File: src/inc/vfst_pkg.sv
// Purpose: Shared constants and types for the video filter and self-test register bank.
// Assumes: Eight-bit registers, one per aligned 32-bit AXI4-Lite word.
// Notes:   Printed offsets are register indices; the byte address is four times the index.
package vfst_pkg;

  // ----------------------------------------------------------------
  // Register indices and address width
  // ----------------------------------------------------------------
  localparam logic [5:0] IDX_GPIO_IN   = 6'h0E;
  localparam logic [5:0] IDX_RSVD_0F   = 6'h0F;
  localparam logic [5:0] IDX_VF_CFG    = 6'h10;
  localparam logic [5:0] IDX_TYPE_MT   = 6'h11;
  localparam logic [5:0] IDX_RSVD_12   = 6'h12;
  localparam logic [5:0] IDX_ERR_INJ   = 6'h13;
  localparam logic [5:0] IDX_ST_CTRL   = 6'h14;
  localparam logic [5:0] IDX_VGAIN     = 6'h15;
  localparam int         ADDR_W        = 8;

  // ----------------------------------------------------------------
  // Field positions
  // ----------------------------------------------------------------
  localparam int BIT_ANY_LONG   = 4;
  localparam int BIT_MATCH_EN   = 3;
  localparam int BIT_YUV_EN     = 2;
  localparam int BIT_FV_INV     = 1;
  localparam int BIT_LV_INV     = 0;
  localparam int BIT_FORCE      = 7;
  localparam int BIT_ST_ENTRY   = 3;
  localparam int BIT_FAR_ST     = 0;

  // ----------------------------------------------------------------
  // Reset values and codes
  // ----------------------------------------------------------------
  localparam logic [3:0] RST_GPIO_IN   = 4'hF;
  localparam logic [6:0] RST_ERR_CNT   = 7'h00;
  localparam logic [7:0] RST_ZERO      = 8'h00;
  localparam logic [7:0] RST_VGAIN     = 8'h20;
  localparam logic [5:0] DT_YUV10_A    = 6'h19;
  localparam logic [5:0] DT_YUV10_B    = 6'h1D;
  localparam logic [5:0] DT_YUV10_C    = 6'h1F;
  localparam logic [1:0] RESP_OKAY     = 2'h0;
  localparam logic [1:0] RESP_SLVERR   = 2'h2;

  // ----------------------------------------------------------------
  // Types
  // ----------------------------------------------------------------
  typedef enum logic [1:0] {VFST_CLK_EXT, VFST_CLK_50M, VFST_CLK_25M} vfst_clk_t;
  typedef enum logic {VFST_INJ_IDLE, VFST_INJ_RUN} vfst_inj_t;

  typedef struct packed {
    logic       valid;
    logic [5:0] dtype;
  } vfst_pkt_t;

  typedef struct packed {
    logic      active;
    vfst_clk_t clock;
    logic      far_enable;
    logic [3:0] err_enable;
  } vfst_st_t;

endpackage

File: src/logic/vfst_regs.sv
// Purpose: Video filter, error injection and self-test configuration registers behind AXI4-Lite.
// Assumes: All video and link inputs are driven by logic on aclk.
// Notes:   Only bit 0 of wstrb matters since every register is eight bits wide.
//
// The AXI4-Lite register port is this design's own decision.
`timescale 1ns/10ps
module vfst_regs (
  input  wire logic                       aclk,
  input  wire logic                       aresetn,
  input  wire logic [7:0]                 s_axi_awaddr,
  input  wire logic                       s_axi_awvalid,
  output logic                            s_axi_awready,
  input  wire logic [31:0]                s_axi_wdata,
  input  wire logic [3:0]                 s_axi_wstrb,
  input  wire logic                       s_axi_wvalid,
  output logic                            s_axi_wready,
  output logic [1:0]                      s_axi_bresp,
  output logic                            s_axi_bvalid,
  input  wire logic                       s_axi_bready,
  input  wire logic [7:0]                 s_axi_araddr,
  input  wire logic                       s_axi_arvalid,
  output logic                            s_axi_arready,
  output logic [31:0]                     s_axi_rdata,
  output logic [1:0]                      s_axi_rresp,
  output logic                            s_axi_rvalid,
  input  wire logic                       s_axi_rready,
  input  wire vfst_pkg::vfst_pkt_t        pkt_in,
  input  wire logic                       mode_pass,
  input  wire logic                       port_mode_fast,
  input  wire logic                       frame_valid_in,
  input  wire logic                       line_valid_in,
  input  wire logic                       parity_slot,
  output logic                            pkt_pass,
  output logic                            pkt_drop,
  output logic                            frame_valid_out,
  output logic                            line_valid_out,
  output logic                            parity_error_inject,
  output logic [3:0]                      pin_input_enable,
  output vfst_pkg::vfst_st_t              self_test,
  output logic [6:0]                      voltage_gain_setting
);

  // ----------------------------------------------------------------
  // Helpers
  // ----------------------------------------------------------------
  function automatic logic is_long(input logic [5:0] dt);
    is_long = dt[5] | dt[4];
  endfunction

  function automatic logic is_mapped(input logic [7:0] a);
    is_mapped = (a[1:0] == 2'h0) && (a[7:2] >= vfst_pkg::IDX_GPIO_IN) && (a[7:2] <= vfst_pkg::IDX_VGAIN);
  endfunction

  // ----------------------------------------------------------------
  // Storage
  // ----------------------------------------------------------------
  logic [3:0]          gpio_in;
  logic [3:0]          rsvd_0f;
  logic [7:0]          vf_cfg;
  logic [7:0]          type_mt;
  logic [7:0]          rsvd_12;
  logic [6:0]          forced_error_count;
  logic [7:0]          st_ctrl;
  logic [7:0]          vgain;
  vfst_pkg::vfst_inj_t inj_state;
  logic [6:0]          inj_left;
  logic                st_prev;

  // ----------------------------------------------------------------
  // AXI4-Lite write path
  // ----------------------------------------------------------------
  logic [7:0]  aw_addr;
  logic        aw_full;
  logic [7:0]  w_data;
  logic        w_strb0;
  logic        w_full;

  wire         aw_take   = s_axi_awvalid & s_axi_awready;
  wire         w_take    = s_axi_wvalid & s_axi_wready;
  wire         wr_fire   = aw_full & w_full & ~s_axi_bvalid;
  wire [5:0]   wr_idx    = aw_addr[7:2];
  wire         wr_ok     = is_mapped(aw_addr);
  wire         wr_en     = wr_fire & wr_ok & w_strb0;
  wire         b_done    = s_axi_bvalid & s_axi_bready;

  always_ff @(posedge aclk) begin
    if (!aresetn) begin
      aw_full       <= 1'b0;
      w_full        <= 1'b0;
      aw_addr       <= 8'h00;
      w_data        <= 8'h00;
      w_strb0       <= 1'b0;
      s_axi_awready <= 1'b1;
      s_axi_wready  <= 1'b1;
      s_axi_bvalid  <= 1'b0;
      s_axi_bresp   <= vfst_pkg::RESP_OKAY;
    end else begin
      if (aw_take) begin
        aw_full       <= 1'b1;
        aw_addr       <= s_axi_awaddr;
        s_axi_awready <= 1'b0;
      end
      if (w_take) begin
        w_full       <= 1'b1;
        w_data       <= s_axi_wdata[7:0];
        w_strb0      <= s_axi_wstrb[0];
        s_axi_wready <= 1'b0;
      end
      if (wr_fire) begin
        aw_full      <= 1'b0;
        w_full       <= 1'b0;
        s_axi_bvalid <= 1'b1;
        s_axi_bresp  <= wr_ok ? vfst_pkg::RESP_OKAY : vfst_pkg::RESP_SLVERR;
      end
      if (b_done) begin
        s_axi_bvalid  <= 1'b0;
        s_axi_awready <= 1'b1;
        s_axi_wready  <= 1'b1;
      end
    end
  end

  // ----------------------------------------------------------------
  // Register writes
  // ----------------------------------------------------------------
  wire wr_gpio  = wr_en && (wr_idx == vfst_pkg::IDX_GPIO_IN);
  wire wr_type  = wr_en && (wr_idx == vfst_pkg::IDX_TYPE_MT) && !vf_cfg[vfst_pkg::BIT_MATCH_EN];
  wire wr_inj   = wr_en && (wr_idx == vfst_pkg::IDX_ERR_INJ);

  always_ff @(posedge aclk) begin
    if (!aresetn) begin
      gpio_in            <= vfst_pkg::RST_GPIO_IN;
      rsvd_0f            <= 4'h0;
      vf_cfg             <= vfst_pkg::RST_ZERO;
      type_mt            <= vfst_pkg::RST_ZERO;
      rsvd_12            <= vfst_pkg::RST_ZERO;
      forced_error_count <= vfst_pkg::RST_ERR_CNT;
      st_ctrl            <= vfst_pkg::RST_ZERO;
      vgain              <= vfst_pkg::RST_VGAIN;
    end else begin
      if (wr_gpio) begin
        gpio_in <= w_data[3:0];
      end
      if (wr_en && (wr_idx == vfst_pkg::IDX_RSVD_0F)) begin
        rsvd_0f <= w_data[3:0];
      end
      if (wr_en && (wr_idx == vfst_pkg::IDX_VF_CFG)) begin
        vf_cfg <= w_data;
      end
      if (wr_type) begin
        type_mt <= w_data;
      end
      if (wr_en && (wr_idx == vfst_pkg::IDX_RSVD_12)) begin
        rsvd_12 <= w_data;
      end
      if (wr_inj) begin
        forced_error_count <= w_data[6:0];
      end
      if (wr_en && (wr_idx == vfst_pkg::IDX_ST_CTRL)) begin
        st_ctrl <= w_data;
      end
      if (wr_en && (wr_idx == vfst_pkg::IDX_VGAIN)) begin
        vgain <= w_data;
      end
    end
  end

  // ----------------------------------------------------------------
  // AXI4-Lite read path
  // ----------------------------------------------------------------
  wire       ar_take = s_axi_arvalid & s_axi_arready;
  wire [5:0] rd_idx  = s_axi_araddr[7:2];
  wire       force_rd = (inj_state == vfst_pkg::VFST_INJ_RUN);
  logic [7:0] rd_mux;

  always_comb begin
    rd_mux = 8'h00;
    case (rd_idx)
      vfst_pkg::IDX_GPIO_IN: rd_mux = {4'h0, gpio_in};
      vfst_pkg::IDX_RSVD_0F: rd_mux = {4'h0, rsvd_0f};
      vfst_pkg::IDX_VF_CFG:  rd_mux = vf_cfg;
      vfst_pkg::IDX_TYPE_MT: rd_mux = type_mt;
      vfst_pkg::IDX_RSVD_12: rd_mux = rsvd_12;
      vfst_pkg::IDX_ERR_INJ: rd_mux = {force_rd, forced_error_count};
      vfst_pkg::IDX_ST_CTRL: rd_mux = st_ctrl;
      vfst_pkg::IDX_VGAIN:   rd_mux = vgain;
      default:               rd_mux = 8'h00;
    endcase
  end

  always_ff @(posedge aclk) begin
    if (!aresetn) begin
      s_axi_arready <= 1'b1;
      s_axi_rvalid  <= 1'b0;
      s_axi_rdata   <= 32'h00000000;
      s_axi_rresp   <= vfst_pkg::RESP_OKAY;
    end else if (ar_take) begin
      s_axi_arready <= 1'b0;
      s_axi_rvalid  <= 1'b1;
      s_axi_rdata   <= {24'h000000, is_mapped(s_axi_araddr) ? rd_mux : 8'h00};
      s_axi_rresp   <= is_mapped(s_axi_araddr) ? vfst_pkg::RESP_OKAY : vfst_pkg::RESP_SLVERR;
    end else if (s_axi_rvalid && s_axi_rready) begin
      s_axi_rvalid  <= 1'b0;
      s_axi_arready <= 1'b1;
    end
  end

  // ----------------------------------------------------------------
  // Parallel video port filter
  // ----------------------------------------------------------------
  wire dt_any   = vf_cfg[vfst_pkg::BIT_ANY_LONG] & is_long(pkt_in.dtype);
  wire dt_match = vf_cfg[vfst_pkg::BIT_MATCH_EN] & is_long(type_mt[5:0])
                  & (pkt_in.dtype == type_mt[5:0]);
  wire dt_yuv10 = (pkt_in.dtype == vfst_pkg::DT_YUV10_A) | (pkt_in.dtype == vfst_pkg::DT_YUV10_B)
                  | (pkt_in.dtype == vfst_pkg::DT_YUV10_C);
  wire dt_yuv   = vf_cfg[vfst_pkg::BIT_YUV_EN] & port_mode_fast & dt_yuv10;
  // The type match ignores both port modes, so a matched packet passes even when the mode would drop it.
  wire pass_now = mode_pass | dt_any | dt_match | dt_yuv;

  always_ff @(posedge aclk) begin
    if (!aresetn) begin
      pkt_pass        <= 1'b0;
      pkt_drop        <= 1'b0;
      frame_valid_out <= 1'b0;
      line_valid_out  <= 1'b0;
    end else begin
      pkt_pass        <= pkt_in.valid & pass_now;
      pkt_drop        <= pkt_in.valid & ~pass_now;
      frame_valid_out <= frame_valid_in ^ vf_cfg[vfst_pkg::BIT_FV_INV];
      line_valid_out  <= line_valid_in ^ vf_cfg[vfst_pkg::BIT_LV_INV];
    end
  end

  // ----------------------------------------------------------------
  // Forward-channel parity error injection
  // ----------------------------------------------------------------
  wire st_entry  = st_ctrl[vfst_pkg::BIT_ST_ENTRY];
  wire st_rise   = st_entry & ~st_prev;
  wire err_en    = |st_ctrl[7:4];
  wire sw_start  = wr_inj & w_data[vfst_pkg::BIT_FORCE];
  wire st_start  = st_rise & err_en;
  wire inj_start = (inj_state == vfst_pkg::VFST_INJ_IDLE) & (sw_start | st_start);
  wire inj_fire  = (inj_state == vfst_pkg::VFST_INJ_RUN) & parity_slot;
  // A start with a zero count clears at once, so the force bit never sticks high.
  wire [6:0] start_cnt = sw_start ? w_data[6:0] : forced_error_count;

  always_ff @(posedge aclk) begin
    if (!aresetn) begin
      inj_state           <= vfst_pkg::VFST_INJ_IDLE;
      inj_left            <= 7'h00;
      st_prev             <= 1'b0;
      parity_error_inject <= 1'b0;
    end else begin
      st_prev             <= st_entry;
      parity_error_inject <= inj_fire;
      case (inj_state)
        vfst_pkg::VFST_INJ_IDLE: begin
          if (inj_start && (start_cnt != 7'h00)) begin
            inj_left  <= start_cnt;
            inj_state <= vfst_pkg::VFST_INJ_RUN;
          end
        end
        vfst_pkg::VFST_INJ_RUN: begin
          if (inj_fire) begin
            inj_left <= inj_left - 7'h01;
            if (inj_left == 7'h01) begin
              inj_state <= vfst_pkg::VFST_INJ_IDLE;
            end
          end
        end
        default: inj_state <= vfst_pkg::VFST_INJ_IDLE;
      endcase
    end
  end

  // ----------------------------------------------------------------
  // Configuration outputs
  // ----------------------------------------------------------------
  vfst_pkg::vfst_clk_t clk_dec;
  assign clk_dec = st_ctrl[2] ? vfst_pkg::VFST_CLK_25M :
                   (st_ctrl[1] ? vfst_pkg::VFST_CLK_50M : vfst_pkg::VFST_CLK_EXT);

  always_ff @(posedge aclk) begin
    if (!aresetn) begin
      pin_input_enable     <= vfst_pkg::RST_GPIO_IN;
      self_test            <= '0;
      voltage_gain_setting <= vfst_pkg::RST_VGAIN[6:0];
    end else begin
      pin_input_enable      <= gpio_in;
      self_test.active      <= st_entry;
      self_test.clock       <= clk_dec;
      self_test.far_enable  <= st_ctrl[vfst_pkg::BIT_FAR_ST];
      self_test.err_enable  <= st_ctrl[7:4];
      voltage_gain_setting  <= vgain[6:0];
    end
  end
endmodule

File: config.mk
export PLATFORM = sky130hd
export DESIGN_NAME = vfst_regs
export DESIGN_NICKNAME = d
export VERILOG_FILES = /design/src/inc/vfst_pkg.sv /design/src/logic/vfst_regs.sv
export SDC_FILE = /design/constraint.sdc
export NUM_CORES = 1
export LEC_CHECK = 0
export BUFFER_PORTS_ARGS = -buffer_cell sky130_fd_sc_hd__buf_2
export CAP_MARGIN = 40
export CORE_AREA = 5 5 111 113
export CTS_BUF_LIST = sky130_fd_sc_hd__clkbuf_4 sky130_fd_sc_hd__clkbuf_8 sky130_fd_sc_hd__clkbuf_16
export DETAILED_ROUTE_END_ITERATION = 12
export DIE_AREA = 0 0 116 118
export PLACE_DENSITY = 0.76
export SYNTH_ARGS = -nofsm -noshare
export SYNTH_HDL_FRONTEND = slang
export SYNTH_SLANG_ARGS = --single-unit
File: constraint.sdc
create_clock -name aclk -period 2.24 [get_ports aclk]
set_clock_uncertainty 0.05 [all_clocks]
set_input_delay 0.224 -clock aclk [delete_from_list [all_inputs] [get_ports aclk]]
set_output_delay 0.224 -clock aclk [all_outputs]
set_load 0.02 [all_outputs]
==> reports/results.tsv <==
stage	metric	value	unit
timing	Max Freq	462.9	MHz
timing	Pins Over Slew Limit	0	
global_route	pin count of the biggest net entering global routing	62	
finish	Register Area	0.002422	mm^2
synth	largest family of logic cells by synthesized area	simple AND/OR/NAND/NOR gates	
pwr	VDD IR max	0.6285	mV
cts	worst skew pair latency	0.41	ns
setup_path	Critical Path End Type	register	
setup_path	worst path bufs/invs	0	
synth	Synth Area in Compound Gates	11.79	%
finish	# nets final	740	
global_route	initial antenna violation count	0	
job	Max Cap Viol	0	
detailed_routing	final wirelength	13170	um
synth	simple-gate share of the synthesized area	20.47	%
pwr	Leakage Power	2.771	nW
setup_path	Reg2Reg Launch Point	aw_addr[0]	
floorplanning	starting density of the core	47.10	%
cts	Root Driver	clkbuf_16	
detailed_routing	vias per cell	5.478	
floorplanning	Ports	136	
finish	Area Growth Syn to Fin	23.15	%
detailed_routing	antenna-violating nets left	0	
min_path	Hold Path End	w_data[1]	
setup_path	Slowest cell on crit path	or4b_4	
detailed_routing	residual DRC count	0	
global_route	met3 Use GR	4.730	%
timing	Final period util	96.44	%
cts	cts bufs inserted	17	
detailed_routing	WL/cell	16.00	um
finish	layout cells sized above 1	25.00	%
setup_path	Crit path depth	4	
detailed_routing	DRT iter0 DRCs	240	
cts	clock sink count	121	
setup_path	CP Max Fanout	4	
synth	Adder-Cell Fraction of Synth Area	0.4734	%
place	GP Congestion	0.8501	
floorplanning	Die Span Y	118	um
setup_path	kind of critical path	reg2reg	
global_route	gr ovfl total	0	
setup_path	reg2reg end	inj_left[5]	
cts	Clock Tree Buf Depth	2	
synth	Main synth FF type	dfxtp_1	
synth	Seq/Total Area, Yosys	45.82	%
detailed_routing	First-pass DRT Iterations	5	
min_path	min-delay worst type	in2reg	
global_route	met2 Use GR	31.83	%
setup_path	crit start category	register	
synth	Yosys warning total	0	
place	PortBufs	82	
timing	RSZ-0062 raised after global routing	no	
setup_path	Cell Chain, Critical Path	or4b_4 > or4_1 > a211oi_1 > o221a_4	
floorplanning	Die Area	0.01369	mm^2
finish	multi-input logic area	0.002615	mm^2
setup_path	worst path required time	2.54	ns
detailed_routing	via count	4508	
timing	setup TNS	0	ns
synth	mux share of post-synthesis cell area	13.40	%
global_route	All-Layer GR Usage	19.74	%
setup_path	reg2reg path depth	4	
synth	synthesized area	0.005286	mm^2
global_route	M1 GR Usage	25.18	%
global_route	first-pass GRT wire length	21840	um
place	placed insts	785	
min_path	worst min-delay path startpoint	s_axi_wdata[1]	
finish	Final Instance Count excl. Fillers	823	
timing	Max-slew headroom	59.62	%
timing	Hold Vio Cnt, Final	0	
pwr	Power Dens Cells	788.8	mW/mm^2
synth	synthesized area per cell	9.340	um^2
synth	Distinct cells, synth	52	
finish	n_diodes	0	
synth	Post-synth EDFFs	0	
floorplanning	die width	116	um
timing	Worst Tran Pin Value	0.6035	ns
synth	Yosys reg bits	121	
synth	Cells after Synth	566	
setup_path	R2R setup slack	0.08	ns
synth	post-synthesis xor/xnor area fraction	1.160	%
min_path	Hold Path Cell Cnt	3	
cts	H-tree depth	4	
setup_path	Worst path top cell family by delay	simple AND/OR/NAND/NOR gates	
place	Detail Placement HPWL	9470	um
synth	ys async rst share	0	%
timing	Final setup viols	0	
global_route	GR peak layer	met2	
global_route	number of global-route vias before repair	4502	
floorplanning	# rows	39	
timing	crit path time final	2.160	ns
finish	FILL cells	967	
status	status	completed	
cts	TritonCTS clock tree	done	
setup_path	CP peak stage delay	0.58	ns
cts	clk slew on worst S/H paths	0.05	ns
floorplanning	area of the core	0.01122	mm^2
setup_path	Critical Path AT	2.46	ns
[Yosys cell counts, drive strengths merged (6+ instances only)]
| cell type | count | area share (%) |
|---|---|---|
| o21ai | 26 | 2.5 |
| inv | 8 | 0.57 |
| a21oi | 27 | 2.6 |
| clkbuf | 28 | 2.0 |
| nor3 | 6 | 0.66 |
| or4 | 8 | 1.2 |
| nor4 | 8 | 1.5 |
| a22oi | 8 | 1.1 |
| and2 | 16 | 1.9 |
| o211ai | 9 | 1.3 |
| a22o | 8 | 1.3 |
| nand3 | 31 | 2.9 |
| buf | 32 | 4.3 |
| mux2 | 6 | 1.3 |
| nand2b | 11 | 1.3 |
| nand2 | 58 | 4.1 |
| dfxtp | 121 | 46 |
| nor2 | 48 | 3.4 |
| mux2i | 46 | 8.7 |
| mux4 | 8 | 3.4 |
[tightest hold or removal path, stage by stage]
cell and delay [ns]:
buf_2 0.10, nand2_1 0.05, a21oi_1 0.05
[how the worst max path moves through the flow]
stage / slack (ns) / endpoint / start
6_report: 0.08 / inj_left[5] / aw_addr[0]
5_1_grt: 0.01 / inj_left[5] / aw_addr[0]
4_1_cts: 0.03 / inj_left[4] / aw_addr[7]
3_5_place_dp: 0.01 / inj_left[1] / aw_addr[7]
3_3_place_gp: 0.05 / inj_left[1] / aw_addr[7]
2_1_floorplan: 0.07 / inj_left[5] / aw_addr[7]
[power breakdown]
group          leakage [nW]  total, mW  switching (mW)  internal, mW
clock network         0.269       2.59            1.05          1.54
registers             0.980       2.21          0.0240          2.19
logic                  1.52      0.333           0.220         0.112
total                  2.77       5.13            1.29          3.84
[timing repair]
action,in CTS,in global routing
hold buffers,4,0
hold endpoints to repair,4,0
setup endpoints to repair,1,13
setup buffers,0,2
pin swaps,0,3
resized for setup,1,4
[metrics by stage]
stage | power (mW) | util (%) | cell area (um^2) | worst slack, ns | hold slack [ns]
global placement | 2.566 | 52.30 | 5869 | 0.04846 | 0.3845
detailed placement | 2.578 | 52.30 | 5869 | 0.009679 | 0.3912
global route | 5.300 | 58.00 | 6510 | 0.009845 | 0.01532
finish | 5.135 | 58.00 | 6510 | 0.07976 | 0.01614
CTS | 5.157 | 57.69 | 6475 | 0.02782 | 0.004426
floorplan | 2.488 | - | 5380 | 0.07174 | 0.2744
[metal layers]
layer	vias to the layer above	routed length, um	share of wire [%]
met5	-	0	0
met4	0	394	3.0
met3	33	904	6.9
met2	185	6331	48
met1	2129	5536	42
li1	2161	-	-
[logic make-up (layout without fill, tap and decap cells)]
| group | after synthesis | after routing |
|---|---|---|
| flip-flops | 121 | 121 |
| AO/OA/AOI/OAI | 98 | 98 |
| AND/OR/NAND/NOR | 209 | 209 |
| XOR/XNOR | 7 | 7 |
| other | 1 | 26 |
| adder cells (fa/ha/maj) | 2 | 2 |
| buffers and inverters | 68 | 157 |
| multiplexers | 60 | 60 |
[area by class of cell]
type                            count  area share, %
Tap cell                          143          2.748
Timing Repair Buffer              117          10.74
Multi-Input combinational cell    402          40.17
Inverter                            8         0.4613
Sequential cell                   121          37.21
Clock buffer                       17          6.535
Clock inverter                     15          2.133
[sequential cells by signal, summed over array words and instances (netlist names), 4 cells and up]
signal	count
pin_input_enable	4
w_data	8
vf_cfg	8
vgain	8
st_ctrl	8
inj_left	7
gpio_in	4
type_mt	8
rsvd_0f	4
forced_error_count	7
voltage_gain_setting	7
self_test	8
rsvd_12	8
aw_addr	8
s_axi_rdata	8
[cells in the final DEF, fill, tap and decap left out, types with 4 or more instances in the layout]
cell / instances
a22o_1: 8
buf_4: 29
inv_1: 7
nor2_1: 48
a21oi_1: 27
mux2i_1: 46
mux4_2: 8
nand2b_1: 11
and2_1: 16
conb_1: 26
buf_2: 82
clkbuf_16: 17
nor3_1: 5
dlygate4sd3_1: 4
or4_1: 7
inv_6: 5
mux2_2: 5
a22oi_1: 8
nand2_1: 58
clkinvlp_4: 4
o31ai_1: 4
nor4_1: 5
nand3b_1: 4
xnor2_1: 4
o22ai_1: 4
nand3_1: 31
o21ai_0: 26
o211ai_1: 9
dfxtp_1: 121
No activity file was read; power rests on OpenSTA's default activity.
